## config.mk

```make
export PLATFORM = sky130hd
export DESIGN_NAME = data_memory_map
export DESIGN_NICKNAME = d
export VERILOG_FILES = /design/src/dmem_pkg.sv /design/src/data_memory_map.sv
export SDC_FILE = /design/constraint.sdc
export NUM_CORES = 2
export LEC_CHECK = 0
export BUFFER_PORTS_ARGS = -buffer_cell sky130_fd_sc_hd__buf_4
export CAP_MARGIN = 0
export CORE_MARGIN = 1
export CORE_UTILIZATION = 30
export DETAILED_ROUTE_END_ITERATION = 8
export PLACE_DENSITY = 0.41
export SYNTH_ARGS = -nofsm -noshare
export SYNTH_HDL_FRONTEND = slang
export SYNTH_SLANG_ARGS = --single-unit
```

## constraint.sdc

```tcl
create_clock -name clk -period 14.8 [get_ports clk]
set_clock_uncertainty 0.15 [all_clocks]
set_input_delay 2.96 -clock clk [delete_from_list [all_inputs] [get_ports clk]]
set_output_delay 2.96 -clock clk [all_outputs]
set_load 0.02 [all_outputs]
```

## src/dmem_pkg.sv

```systemverilog
// Behaviour
// RQ1: 128 bytes of user RAM at the bottom of data memory, also holding the stack.
// RQ2: control registers decode only in the upper window ending at 0xFF.
// RQ3: unused control addresses read as zero and ignore writes.
// RQ4: the CPU writes write-only registers with whole bytes, never read-modify-write.
// RQ5: address 0xE0 reads the interval count and writes clock/interval control.
// RQ6: shared timer addresses read count/capture/duty and write compare/period/duty by mode.
// RQ7: call and interrupt acceptance save the return counter on the stack first.
// RQ8: subroutine return restores the counter; interrupt return also restores status.
// RQ9: stack pointer decrements after each save and increments before each restore.
// RQ10: register addressing selects accumulator, X, Y, carry or status without memory.
// RQ11: immediate addressing returns the operand byte itself as data.
// RQ12: direct page addressing uses the operand as a direct-page address.
// RQ13: absolute addressing uses second byte low, third byte high.
// RQ14: absolute shift, rotate, increment, decrement and test read-modify-write memory.
// RQ15: X-only addressing uses X as the direct-page address.
// RQ16: auto-increment accesses the location in X, then adds one to X.
// RQ17: X-offset direct page address is operand plus X.
// RQ18: Y-offset direct page address is operand plus Y.
// RQ19: Y-indexed absolute address is the 16-bit operand plus Y.
// RQ20: direct page indirect fetches a two-byte jump or call target.
// RQ21: X-indexed indirect reads a pointer at operand plus X, low byte first.
// RQ22: indirect-then-Y reads a pointer at the operand, low first, then adds Y.
// RQ23: stack pointer is not reset; software loads it before use.
// RQ24: direct-page address sums wrap within eight bits.
package dmem_pkg;
	localparam int RAM_DEPTH = 128;
	localparam logic [15:0] RAM_LIMIT = 16'h0080;
	localparam logic [7:0] ADDR_PORT_DATA = 8'hC0;
	localparam logic [7:0] ADDR_PORT_DIR = 8'hC1;
	localparam logic [7:0] ADDR_PORT_OD = 8'hC2;
	localparam logic [7:0] ADDR_PORT_PULLUP = 8'hC3;
	localparam logic [7:0] ADDR_PORT_ALT = 8'hC4;
	localparam logic [7:0] ADDR_PORT_KEYSCAN = 8'hC5;
	localparam logic [7:0] ADDR_TIMER_A_MODE = 8'hD0;
	localparam logic [7:0] ADDR_TIMER_A_DATA = 8'hD1;
	localparam logic [7:0] ADDR_TIMER_B_MODE = 8'hD2;
	localparam logic [7:0] ADDR_TIMER_B_DATA = 8'hD3;
	localparam logic [7:0] ADDR_TIMER_B_COUNT = 8'hD4;
	localparam logic [7:0] ADDR_PWM_HIGH = 8'hD5;
	localparam logic [7:0] ADDR_INTERVAL = 8'hE0;
	localparam logic [7:0] ADDR_WATCHDOG = 8'hE2;
	localparam logic [7:0] ADDR_IRQ_ENABLE = 8'hE3;
	localparam logic [7:0] ADDR_IRQ_REQUEST = 8'hE5;
	localparam logic [7:0] ADDR_EDGE_SELECT = 8'hE7;
	localparam logic [7:0] ADDR_CONV_MODE = 8'hE8;
	localparam logic [7:0] ADDR_CONV_RESULT = 8'hE9;
	localparam logic [7:0] ADDR_SYS_STATUS = 8'hEC;
	localparam logic [7:0] ADDR_OSC_CAL = 8'hED;
	localparam logic [7:0] ADDR_POWER_FAIL = 8'hEE;
	localparam logic [7:0] ADDR_STOP_SLEEP = 8'hEF;
	localparam int TIMER_A_CAPTURE_BIT = 5;
	localparam int TIMER_B_PWM_BIT = 5;
	localparam int CARRY_BIT = 0;
	localparam logic [7:0] RESET_ZERO = 8'h00;
	localparam logic [7:0] RESET_TIMER_DATA = 8'hFF;
	localparam logic [7:0] RESET_CLOCK_CTRL = 8'h17;
	localparam logic [7:0] RESET_WATCHDOG = 8'h7F;

	typedef enum logic [2:0] {OP_LOAD, OP_STORE, OP_RMW, OP_TARGET, OP_CALL, OP_INTR,
		OP_SUBROUTINE_RETURN, OP_INTERRUPT_RETURN} op_type;
	typedef enum logic [3:0] {MODE_REG, MODE_IMM, MODE_DP, MODE_ABS, MODE_X, MODE_X_INC, MODE_DP_X,
		MODE_DP_Y, MODE_ABS_Y, MODE_DP_IND, MODE_DP_X_IND, MODE_DP_IND_Y} mode_type;
	typedef enum logic [2:0] {RMW_SHL, RMW_SHR, RMW_ROL, RMW_ROR, RMW_INC, RMW_DEC, RMW_TEST} rmw_type;
	typedef enum logic [2:0] {SEL_ACC, SEL_X, SEL_Y, SEL_CARRY, SEL_STATUS, SEL_STACK} sel_type;

	typedef struct packed {
		op_type op;
		mode_type mode;
		rmw_type rmw;
		sel_type sel;
		logic [7:0] operand_lo;
		logic [7:0] operand_hi;
		logic [7:0] wdata;
		logic [15:0] pc;
	} cmd_type;

	typedef struct packed {
		logic [7:0] data;
		logic [15:0] ea;
		logic [15:0] pc;
	} result_type;

	typedef struct packed {
		logic [7:0] acc;
		logic [7:0] x;
		logic [7:0] y;
		logic [7:0] program_status_word;
		logic [7:0] stack_pointer;
	} core_type;

	typedef struct packed {
		logic [7:0] port_pins;
		logic [7:0] timer_a_count;
		logic [7:0] timer_a_capture_data;
		logic [7:0] timer_b_count;
		logic [7:0] timer_b_capture_data;
		logic [7:0] interval_timer_count;
		logic [7:0] watchdog_counter_read;
		logic [7:0] converter_result;
	} periph_type;

	typedef struct packed {
		logic [7:0] port_pin_data;
		logic [7:0] port_direction;
		logic [7:0] port_open_drain_select;
		logic [7:0] port_pullup_select;
		logic [7:0] port_alt_function_select;
		logic [7:0] port_keyscan_select;
		logic [7:0] timer_a_mode;
		logic [7:0] timer_a_compare_data;
		logic [7:0] timer_b_mode;
		logic [7:0] timer_b_compare_data;
		logic [7:0] pwm_period;
		logic [7:0] pwm_duty;
		logic [7:0] pwm_high_bits;
		logic [7:0] clock_interval_control;
		logic [7:0] watchdog_compare_write;
		logic [7:0] interrupt_enable_high;
		logic [7:0] interrupt_request_high;
		logic [7:0] ext_interrupt_edge_select;
		logic [7:0] converter_mode;
		logic [7:0] system_status;
		logic [7:0] internal_osc_calibration;
		logic [7:0] power_fail_control;
		logic [7:0] stop_sleep_control;
	} ctrl_type;

	localparam ctrl_type CTRL_RESET = '{RESET_ZERO, RESET_ZERO, RESET_ZERO, RESET_ZERO, RESET_ZERO,
		RESET_ZERO, RESET_ZERO, RESET_TIMER_DATA, RESET_ZERO, RESET_TIMER_DATA, RESET_TIMER_DATA,
		RESET_ZERO, RESET_ZERO, RESET_CLOCK_CTRL, RESET_WATCHDOG, RESET_ZERO, RESET_ZERO, RESET_ZERO,
		RESET_ZERO, RESET_ZERO, RESET_ZERO, RESET_ZERO, RESET_ZERO};
endpackage : dmem_pkg

```

## src/data_memory_map.sv

```systemverilog
`timescale 1ns/1ps
`default_nettype none
module data_memory_map
	import dmem_pkg::*;
(
	input wire logic clk,
	input wire logic rst_n,
	input wire logic cmd_valid,
	input wire cmd_type cmd,
	input wire logic reg_we,
	input wire sel_type reg_sel,
	input wire logic [7:0] reg_wdata,
	input wire periph_type periph,
	output logic cmd_ready,
	output logic done,
	output result_type result,
	output core_type core,
	output ctrl_type ctrl
);
	typedef enum logic [2:0] {S_IDLE, S_PTR_LO, S_PTR_HI, S_ACCESS, S_PUSH, S_POP_INC, S_POP_RD} fsm_type;

	typedef struct packed {
		fsm_type state;
		logic ready;
		logic done;
		result_type result;
		core_type core;
		ctrl_type ctrl;
		cmd_type cmd;
		logic [15:0] addr;
		logic [7:0] ptr_lo;
		logic [23:0] stk;
		logic [1:0] count;
	} state_type;

	state_type st;
	state_type next_st;
	logic [7:0] ram [RAM_DEPTH];
	logic [7:0] ram_q;
	logic [7:0] rd_byte;
	logic [8:0] rmw_out;
	logic wr_en;
	logic [15:0] wr_addr;
	logic [7:0] wr_data;

	// effective address for the first access; indirect modes give the pointer location
	function automatic logic [15:0] ea_calc(mode_type m, logic [7:0] lo, logic [7:0] hi, logic [7:0] x,
		logic [7:0] y);
		logic [7:0] dsum;
		dsum = 8'h00;
		ea_calc = {8'h00, lo}; // [RQ12] [RQ20]
		unique case (m)
			MODE_ABS: ea_calc = {hi, lo}; // [RQ13]
			MODE_X, MODE_X_INC: ea_calc = {8'h00, x}; // [RQ15]
			MODE_DP_X, MODE_DP_X_IND: begin
				dsum = lo + x; // [RQ24]
				ea_calc = {8'h00, dsum}; // [RQ17] [RQ21]
			end
			MODE_DP_Y: begin
				dsum = lo + y; // [RQ24]
				ea_calc = {8'h00, dsum}; // [RQ18]
			end
			MODE_ABS_Y: ea_calc = {hi, lo} + {8'h00, y}; // [RQ19]
			default: ea_calc = {8'h00, lo};
		endcase
	endfunction : ea_calc

	// byte modifier for read-modify-write; returns {carry, value}
	function automatic logic [8:0] rmw_calc(rmw_type f, logic [7:0] v, logic c);
		rmw_calc = {c, v};
		unique case (f)
			RMW_SHL: rmw_calc = {v[7], v[6:0], 1'b0};
			RMW_SHR: rmw_calc = {v[0], 1'b0, v[7:1]};
			RMW_ROL: rmw_calc = {v[7], v[6:0], c};
			RMW_ROR: rmw_calc = {v[0], c, v[7:1]};
			RMW_INC: rmw_calc = {c, v + 8'h01};
			RMW_DEC: rmw_calc = {c, v - 8'h01};
			RMW_TEST: rmw_calc = {c, v};
		endcase
	endfunction : rmw_calc

	// register-addressed read, no memory cycle involved
	function automatic logic [7:0] reg_read(core_type k, sel_type s);
		reg_read = k.acc;
		unique case (s)
			SEL_ACC: reg_read = k.acc;
			SEL_X: reg_read = k.x;
			SEL_Y: reg_read = k.y;
			SEL_CARRY: reg_read = {7'h00, k.program_status_word[CARRY_BIT]};
			SEL_STATUS: reg_read = k.program_status_word;
			SEL_STACK: reg_read = k.stack_pointer;
		endcase
	endfunction : reg_read

	// register-addressed write, shared by the register port and register-mode stores
	function automatic core_type reg_write(core_type k, sel_type s, logic [7:0] d);
		reg_write = k;
		unique case (s)
			SEL_ACC: reg_write.acc = d;
			SEL_X: reg_write.x = d;
			SEL_Y: reg_write.y = d;
			SEL_CARRY: reg_write.program_status_word[CARRY_BIT] = d[0];
			SEL_STATUS: reg_write.program_status_word = d;
			SEL_STACK: reg_write.stack_pointer = d;
		endcase
	endfunction : reg_write

	// read decode; shared addresses return the live peripheral value, except 0xD4, which returns the PWM duty in PWM mode; holes read as zero
	function automatic logic [7:0] map_read(logic [15:0] a, ctrl_type c, periph_type p, logic [7:0] rq);
		map_read = 8'h00; // [RQ3]
		if (a < RAM_LIMIT) begin
			map_read = rq; // [RQ1]
		end else if (a[15:8] == 8'h00) begin
			unique case (a[7:0]) // [RQ2]
				ADDR_PORT_DATA: map_read = p.port_pins;
				ADDR_TIMER_A_MODE: map_read = c.timer_a_mode;
				ADDR_TIMER_A_DATA: map_read = c.timer_a_mode[TIMER_A_CAPTURE_BIT] ?
					p.timer_a_capture_data : p.timer_a_count; // [RQ6]
				ADDR_TIMER_B_MODE: map_read = c.timer_b_mode;
				ADDR_TIMER_B_COUNT: begin
					if (c.timer_b_mode[TIMER_B_PWM_BIT]) begin
						map_read = c.pwm_duty; // [RQ6]
					end else if (c.timer_a_mode[TIMER_A_CAPTURE_BIT]) begin
						map_read = p.timer_b_capture_data;
					end else begin
						map_read = p.timer_b_count;
					end
				end
				ADDR_INTERVAL: map_read = p.interval_timer_count; // [RQ5]
				ADDR_WATCHDOG: map_read = p.watchdog_counter_read;
				ADDR_IRQ_ENABLE: map_read = c.interrupt_enable_high;
				ADDR_IRQ_REQUEST: map_read = c.interrupt_request_high;
				ADDR_EDGE_SELECT: map_read = c.ext_interrupt_edge_select;
				ADDR_CONV_MODE: map_read = c.converter_mode;
				ADDR_CONV_RESULT: map_read = p.converter_result;
				ADDR_SYS_STATUS: map_read = c.system_status;
				ADDR_OSC_CAL: map_read = c.internal_osc_calibration;
				ADDR_POWER_FAIL: map_read = c.power_fail_control;
				default: map_read = 8'h00;
			endcase
		end
	endfunction : map_read

	// write decode; only 0xD3 steers into the register that the timer B mode selects, other shared addresses write one fixed register
	function automatic ctrl_type ctrl_write(ctrl_type c, logic [7:0] a, logic [7:0] d);
		ctrl_write = c;
		unique case (a) // [RQ2]
			ADDR_PORT_DATA: ctrl_write.port_pin_data = d;
			ADDR_PORT_DIR: ctrl_write.port_direction = d;
			ADDR_PORT_OD: ctrl_write.port_open_drain_select = d;
			ADDR_PORT_PULLUP: ctrl_write.port_pullup_select = d;
			ADDR_PORT_ALT: ctrl_write.port_alt_function_select = d;
			ADDR_PORT_KEYSCAN: ctrl_write.port_keyscan_select = d;
			ADDR_TIMER_A_MODE: ctrl_write.timer_a_mode = d;
			ADDR_TIMER_A_DATA: ctrl_write.timer_a_compare_data = d; // [RQ6]
			ADDR_TIMER_B_MODE: ctrl_write.timer_b_mode = d;
			ADDR_TIMER_B_DATA: begin
				if (c.timer_b_mode[TIMER_B_PWM_BIT]) begin
					ctrl_write.pwm_period = d; // [RQ6]
				end else begin
					ctrl_write.timer_b_compare_data = d;
				end
			end
			ADDR_TIMER_B_COUNT: ctrl_write.pwm_duty = d; // [RQ6]
			ADDR_PWM_HIGH: ctrl_write.pwm_high_bits = d;
			ADDR_INTERVAL: ctrl_write.clock_interval_control = d; // [RQ5]
			ADDR_WATCHDOG: ctrl_write.watchdog_compare_write = d;
			ADDR_IRQ_ENABLE: ctrl_write.interrupt_enable_high = d;
			ADDR_IRQ_REQUEST: ctrl_write.interrupt_request_high = d;
			ADDR_EDGE_SELECT: ctrl_write.ext_interrupt_edge_select = d;
			ADDR_CONV_MODE: ctrl_write.converter_mode = d;
			ADDR_SYS_STATUS: ctrl_write.system_status = d;
			ADDR_OSC_CAL: ctrl_write.internal_osc_calibration = d;
			ADDR_POWER_FAIL: ctrl_write.power_fail_control = d;
			ADDR_STOP_SLEEP: ctrl_write.stop_sleep_control = d;
			default: ctrl_write = c; // [RQ3]
		endcase
	endfunction : ctrl_write

	// user RAM reads asynchronously so a read-modify-write fits in one cycle
	assign ram_q = ram[st.addr[6:0]];
	assign rd_byte = map_read(st.addr, st.ctrl, periph, ram_q);
	assign rmw_out = rmw_calc(st.cmd.rmw, rd_byte, st.core.program_status_word[CARRY_BIT]);

	// sequencer: one byte access per cycle, pointer and stack steps walk through states
	always_comb begin
		next_st = st;
		next_st.done = 1'b0;
		wr_en = 1'b0;
		wr_addr = st.addr;
		wr_data = 8'h00;
		unique case (st.state)
			S_IDLE: begin
				if (cmd_valid) begin
					next_st.cmd = cmd;
					next_st.addr = ea_calc(cmd.mode, cmd.operand_lo, cmd.operand_hi, st.core.x, st.core.y);
					next_st.result.ea = next_st.addr;
					unique case (cmd.op)
						OP_CALL: begin
							next_st.stk = {cmd.pc, 8'h00}; // [RQ7]
							next_st.count = 2'd2;
							next_st.state = S_PUSH;
						end
						OP_INTR: begin
							next_st.stk = {cmd.pc, st.core.program_status_word}; // [RQ7]
							next_st.count = 2'd3;
							next_st.state = S_PUSH;
						end
						OP_SUBROUTINE_RETURN: begin
							next_st.count = 2'd2; // [RQ8]
							next_st.state = S_POP_INC;
						end
						OP_INTERRUPT_RETURN: begin
							next_st.count = 2'd3; // [RQ8]
							next_st.state = S_POP_INC;
						end
						default: begin
							unique case (cmd.mode)
								MODE_REG: begin
									next_st.result.data = reg_read(st.core, cmd.sel); // [RQ10]
									if (cmd.op == OP_STORE) begin
										next_st.core = reg_write(st.core, cmd.sel, cmd.wdata); // [RQ10]
									end
									next_st.done = 1'b1;
								end
								MODE_IMM: begin
									next_st.result.data = cmd.operand_lo; // [RQ11]
									next_st.done = 1'b1;
								end
								MODE_DP_IND, MODE_DP_X_IND, MODE_DP_IND_Y: next_st.state = S_PTR_LO;
								default: next_st.state = S_ACCESS;
							endcase
						end
					endcase
				end else if (reg_we) begin
					next_st.core = reg_write(st.core, reg_sel, reg_wdata); // [RQ23]
				end
			end
			S_PTR_LO: begin
				next_st.ptr_lo = rd_byte; // [RQ21] [RQ22]
				next_st.addr = {8'h00, st.addr[7:0] + 8'h01}; // [RQ24]
				next_st.state = S_PTR_HI;
			end
			S_PTR_HI: begin
				next_st.addr = {rd_byte, st.ptr_lo}; // [RQ20]
				if (st.cmd.mode == MODE_DP_IND_Y) begin
					next_st.addr = {rd_byte, st.ptr_lo} + {8'h00, st.core.y}; // [RQ22]
				end
				next_st.result.ea = next_st.addr;
				if (st.cmd.op == OP_TARGET) begin
					next_st.done = 1'b1;
					next_st.state = S_IDLE;
				end else begin
					next_st.state = S_ACCESS;
				end
			end
			S_ACCESS: begin
				unique case (st.cmd.op)
					OP_STORE: begin
						wr_en = 1'b1;
						wr_data = st.cmd.wdata;
					end
					OP_RMW: begin
						next_st.result.data = rmw_out[7:0];
						wr_en = (st.cmd.rmw != RMW_TEST); // [RQ14]
						wr_data = rmw_out[7:0];
						next_st.core.program_status_word[CARRY_BIT] = rmw_out[8];
					end
					default: next_st.result.data = rd_byte;
				endcase
				if (st.cmd.mode == MODE_X_INC) begin
					next_st.core.x = st.core.x + 8'h01; // [RQ16]
				end
				next_st.done = 1'b1;
				next_st.state = S_IDLE;
			end
			S_PUSH: begin
				// save first, then move the pointer down to the next free slot
				wr_en = 1'b1;
				wr_addr = {8'h00, st.core.stack_pointer}; // [RQ1]
				wr_data = st.stk[23:16];
				next_st.stk = {st.stk[15:0], 8'h00};
				next_st.core.stack_pointer = st.core.stack_pointer - 8'h01; // [RQ9]
				next_st.count = st.count - 2'd1;
				if (st.count == 2'd1) begin
					next_st.done = 1'b1;
					next_st.state = S_IDLE;
				end
			end
			S_POP_INC: begin
				next_st.core.stack_pointer = st.core.stack_pointer + 8'h01; // [RQ9]
				next_st.addr = {8'h00, next_st.core.stack_pointer};
				next_st.state = S_POP_RD;
			end
			S_POP_RD: begin
				next_st.stk = {rd_byte, st.stk[23:8]};
				next_st.count = st.count - 2'd1;
				next_st.state = S_POP_INC;
				if (st.count == 2'd1) begin
					next_st.result.pc = next_st.stk[23:8]; // [RQ8]
					if (st.cmd.op == OP_INTERRUPT_RETURN) begin
						next_st.core.program_status_word = next_st.stk[7:0]; // [RQ8]
					end
					next_st.done = 1'b1;
					next_st.state = S_IDLE;
				end
			end
			default: next_st.state = S_IDLE;
		endcase
		if (wr_en && wr_addr >= RAM_LIMIT && wr_addr[15:8] == 8'h00) begin
			next_st.ctrl = ctrl_write(st.ctrl, wr_addr[7:0], wr_data);
		end
		next_st.ready = (next_st.state == S_IDLE);
	end

	// state register; the stack pointer keeps its value through reset on purpose
	always_ff @(posedge clk) begin
		if (!rst_n) begin
			st <= '0;
			st.ctrl <= CTRL_RESET;
			st.ready <= 1'b1;
			st.state <= S_IDLE;
			st.core.stack_pointer <= st.core.stack_pointer; // [RQ23]
		end else begin
			st <= next_st;
		end
	end

	// user RAM, no reset: contents are undefined until software writes them
	always_ff @(posedge clk) begin
		if (rst_n && wr_en && wr_addr < RAM_LIMIT) begin
			ram[wr_addr[6:0]] <= wr_data; // [RQ1]
		end
	end

	assign cmd_ready = st.ready;
	assign done = st.done;
	assign result = st.result;
	assign core = st.core;
	assign ctrl = st.ctrl;
endmodule : data_memory_map
`default_nettype wire

```

; Word level (Yosys, flattened, before mapping)
; Memories as Yosys holds them, arrays and structs flattened. A register that Yosys moved wholly into a read port is not among the register bits.
; Index checks and enable logic that the tools add are counted.
[classes]
add_sub_neg = 11
magnitude_cmp = 3
n_eq_ne = 112
muxes = 66
bitwise = 1
n_reduce_logical = 70
[ops]
columns = op, count
row1 = $eq A8 B8 Y1 const B, 37
row2 = $mux W40, 5
row3 = $mux W8, 16
row4 = $pmux W8 S15, 1
row5 = $pmux W16 S5, 1
row6 = $pmux W8 S2, 5
row7 = $pmux W26 S3, 1
row8 = $pmux W16 S4, 1
row9 = $pmux W9 S7, 1
row10 = $reduce_and A2 Y1, 25
row11 = $mux W16, 3
row12 = $pmux W24 S2, 1
row13 = $pmux W8 S6, 1
row14 = $eq A3 B3 Y1 const B, 15
row15 = $add A16 B8 Y16, 2
row16 = $add A8 B1 Y8 const B, 4
row17 = $lt A16 B8 Y1 const B, 2
row18 = $pmux W16 S2, 1
row19 = $eq A3 B2 Y1 const B, 10
row20 = $mux W7, 4
row21 = $mux W26, 1
row22 = $mux W25, 1
row23 = $pmux W8 S3, 1
row24 = $ne A3 B2 Y1 const B, 7
row25 = 43 further kinds, 117
[totals]
ff_bits = 337
ramBits = 1024
in_bits = 132
mem_count = 1
[memory_table]
columns = memory, words, width, read_ports, rd_clocked_by_memory_dff, write_ports, line_no
row1 = ram, 128, 8, 1, 1, 1, data_memory_map.sv:38  ; logic [7:0] ram [RAM_DEPTH];

; Logic depth before layout (Yosys ltp)
[logic_depth]
depth_word = 10
mapped_depth = 25
depth_no_buf = 19

; Worst setup path after synthesis
; OpenSTA, ideal clock, no wires.
[synth_timing]
path_kind = input to register
from = in periph[42] (netlist name)
to = mem ram[0][3], data pin
arrival_time_ns = 10.348
required_ns = 13.453
path_slack_ns = 3.106
cell_stages = 13
n_path_buf = 2
cell_sequence = mux2_2 a222oi_1 nor3_1 a31oi_1 a31oi_1 o211a_1 clkbuf_1 ha_1 clkbuf_1 a21o_1 a311o_1 o221a_2 o21ai_0
[synth_via]
elab_chain_len = 8
elab_cells_between_ends = 9
[synth_rtl]
columns = item, line_no
row1 = "start, declared", data_memory_map.sv:13  ; input wire periph_type periph,
row2 = $mux W8 (*), data_memory_map.sv:117  ; ADDR_TIMER_A_DATA: map_read = c.timer_a_mode[TIMER_A_CAPTURE_BIT] ?
row3 = $pmux W8 S15 (*), data_memory_map.sv:114  ; unique case (a[7:0])
row4 = $mux W8 (*), data_memory_map.sv:113  ; end else if (a[15:8] == 8'h00) begin
row5 = $mux W8 (*), data_memory_map.sv:111  ; if (a < RAM_LIMIT) begin
row6 = via rd_byte[2], data_memory_map.sv:40  ; logic [7:0] rd_byte;
row7 = $sub A8 B1 Y8 / $add A8 B1 Y8 (equally long branches), "data_memory_map.sv:77, data_memory_map.sv:76"
row8 = $pmux W9 S7 (*), data_memory_map.sv:71  ; unique case (f)
row9 = $pmux W8 S2 (*), data_memory_map.sv:258  ; unique case (st.cmd.op)
row10 = $pmux W8 S2 (*), data_memory_map.sv:192  ; unique case (st.state)
row11 = via wr_data[3], data_memory_map.sv:44  ; logic [7:0] wr_data;
row12 = "end, declared", data_memory_map.sv:38
; The timed path passes the listed nets; every way through them passes the cells marked *.

==> metrics.txt <==
status=complete, no violations; total die area=204800 sq um; gr busiest metal=met2; CP Max Fanout=78; yosys warns=0; layout cell share with drive strength beyond 1=20.97%; Tcrit/Tclk final=63.96%; met1 usage=29.60%; post-CTS sizing=0; worst hold path type=reg2reg; Max VDD drop=0.1064 mV; worst reg2reg path depth=20; post-route cell area=69870 sq um; global routing usage on met3=3.962%; TritonCTS clock tree=built; DR DRC count=0; share of synthesized registers carrying an async set or reset=0%; Clock Latency Late Sink=0.81 ns; Final Slew Violations=0; setup TNS=0 ns; Filler Cells Inserted=19730; Initial Util=30.16%; Cells after Synth=4610; #FFs+latches synth=1368; instance count on the critical path=20; DP HPWL=152400 microns; LEAKAGE=22.28 nW; core area=201900 sq um; Syn Std Cell Area=60900 sq um; GR Util met2=34.28%; grt ovf=0; clk root buf=clkbuf_16; CTS Buf Count=154; syn nets=4783; r2r setup slk=5.33 ns; gp weighted congestion=0.9107; final worst setup slack=5.335 ns; Placement Setup Slack=5.162 ns; WS Path Type=reg2reg; Largest stage delay, worst path=0.84 ns; row count=165; gr usage total=21.56%; FMAX=105.6 MHz; DRT iter0 DRCs=4100; Die Y=452.6 microns; EDFF count, synth=1032; global-route wire length before repair=315100 microns; vias in the first global route=39240; Slew headroom=17.88%; clk slew on worst S/H paths=0.06 ns; Worst Tran Pin Value=1.227 ns; cell taking the most area after synthesis=edfxtp_1; wire per inst=30.09 microns; HP Start=result[4]$_SDFFE_PN0P_; vias=40540; Worst R2R End=ram[116][5]$_DFFE_PP_; CP top delay family=compound AO/OA/AOI/OAI gates; num ports=398; register area share after synthesis=61.93%; post-route ant nets=0; Die W=452.6 microns; Area growth syn-to-layout=14.73%; Post-CTS Setup Bufs=0; CP Cell Sequence=buf_4 > buf_12 > mux4_2 > a22o_1 > a221oi_1 > o22ai_1 > or4_1 > o211a_1 > ha_1 > o21a_1 > o21ai_0 > nand2b_1 > a21oi_1 > mux2i_1 > o21ai_0 > a21o_1 > a2111o_1 > a21oi_4 > inv_4 > buf_4; crit path buf inv count=4; most frequent cells in the layout=1032 x edfxtp_1, 515 x buf_4, 368 x nor2_1; fin crit period=9.465 ns; top-area cell type share of the netlist area=50.89%; RSZ-0062 raised after global routing=false; Placed Instance Area=64830 sq um; fin nets=4897; synth unique cells=103; clk sinks=1368; Routed WL=226600 microns; H-tree Lvls=4; most common cell after layout, fill and taps aside=edfxtp_1; Hold Buf Count CTS=0; Critical Path Sink Type=flip-flop; Avg Synthesized Cell Area=13.21 sq um; initial antenna violation count=8; CP required=15.07 ns; drt via density=5.383; top cells by area, synth=edfxtp_1 51%, dfxtp_1 11%, mux4_2 6.2%, buf_4 3.4%, mux2i_1 3.2%; total power=10.53 mW; CP max stage cell=a21oi_4; final setup violation count=0; hold path cells=2; Worst setup SP type=flip-flop; clock buffer depth=3; final hold viol count=0; Max-Cap Viols=0; WP data arrival=9.73 ns; Top FF cell, synth=edfxtp_1; PwrDens=150.7 nW/um^2; DRT Pass-1 Iters=6; buffers added on ports=397; Worst Hold Path EP=result[4]$_SDFFE_PN0P_; pin count of the biggest net entering global routing=98
## state kept, by name, summed over array words and instances, names as in the netlist, named ones only
signal / cells
cmd_ready: 1
core: 40
st: 71
ctrl: 184
done: 1
ram: 1024
result: 40
## kinds of logic (layout without fill, tap and decap cells)
| kind of cell | Yosys count | count (layout) | synth area share [%] |
|---|---|---|---|
| compound gates | 1045 | 1045 | 11.35 |
| xor+xnor | 39 | 39 | 0.5609 |
| fa+ha+maj | 41 | 41 | 0.8916 |
| buf+inv | 605 | 850 | 6.166 |
| flops | 1368 | 1368 | 61.93 |
| mux | 410 | 410 | 10.93 |
| other cells | 0 | 4 | 0 |
| simple gates | 1102 | 1102 | 8.171 |
## power by group
group          total, mW  internal, mW  switching (mW)
sequential          4.30          4.18           0.121
combinational       2.38         0.734            1.65
clock               3.85          2.18            1.67
total               10.5          7.09            3.44
## worst min-delay path, stage by stage (launching register included)
cell and delay, ns:
dfxtp_1 0.31, nand2_1 0.05, a21oi_1 0.05
## cell type report
cell class	instances	area, sq um	area share, %
multi-input combinational	2637	19620	28.07
timing repair buffer	521	3978	5.693
sequential	1368	37730	54.00
inverter	42	172.7	0.2471
tap	2672	3343	4.785
antenna	4	10.01	0.01433
clock inverter	85	904.6	1.295
clock buffer	202	4120	5.897
## routing by layer
layer	part of all wire, %	wire [microns]
met2	46	105100
met3	6.3	14270
met1	44	99920
met5	0	0
met4	3.2	7289
## synthesized netlist by cell type (all sizes together) (22+ instances only)
cell type	number
a22o	28
mux2i	192
nand2b	22
edfxtp	1032
and3	23
nand4	24
o22ai	24
ha	37
a21oi	246
a221oi	36
a21o	30
mux2	24
nor2	373
dfxtp	336
nand3	109
clkbuf	203
o211ai	35
nand2	335
a22oi	111
a31oi	85
mux4	194
and2	24
inv	38
xnor2	25
buf	356
nor2b	28
nor3	88
o21ai	235
a211oi	54
## metrics by stage
step | util [%] | instances | hold WS (ns)
after floorplan | - | 4610 | 0.2822
after global placement | 32.11 | 7240 | 0.2966
after detailed placement | 32.11 | 7240 | 0.2993
after CTS | 34.60 | 7527 | 0.3069
after global routing | 34.60 | 7528 | 0.3197
final | 34.60 | 7531 | 0.3068
## how the worst max path moves through the flow
stage and to:
6_report ram[116][5]$_DFFE_PP_, 3_3_place_gp ram[23][5]$_DFFE_PP_, 5_1_grt ram[126][5]$_DFFE_PP_, 4_1_cts ram[126][5]$_DFFE_PP_, 3_5_place_dp ram[26][5]$_DFFE_PP_, 2_1_floorplan ram[0][3]$_DFFE_PP_
Note: power is estimated with default switching activity, not from simulation.
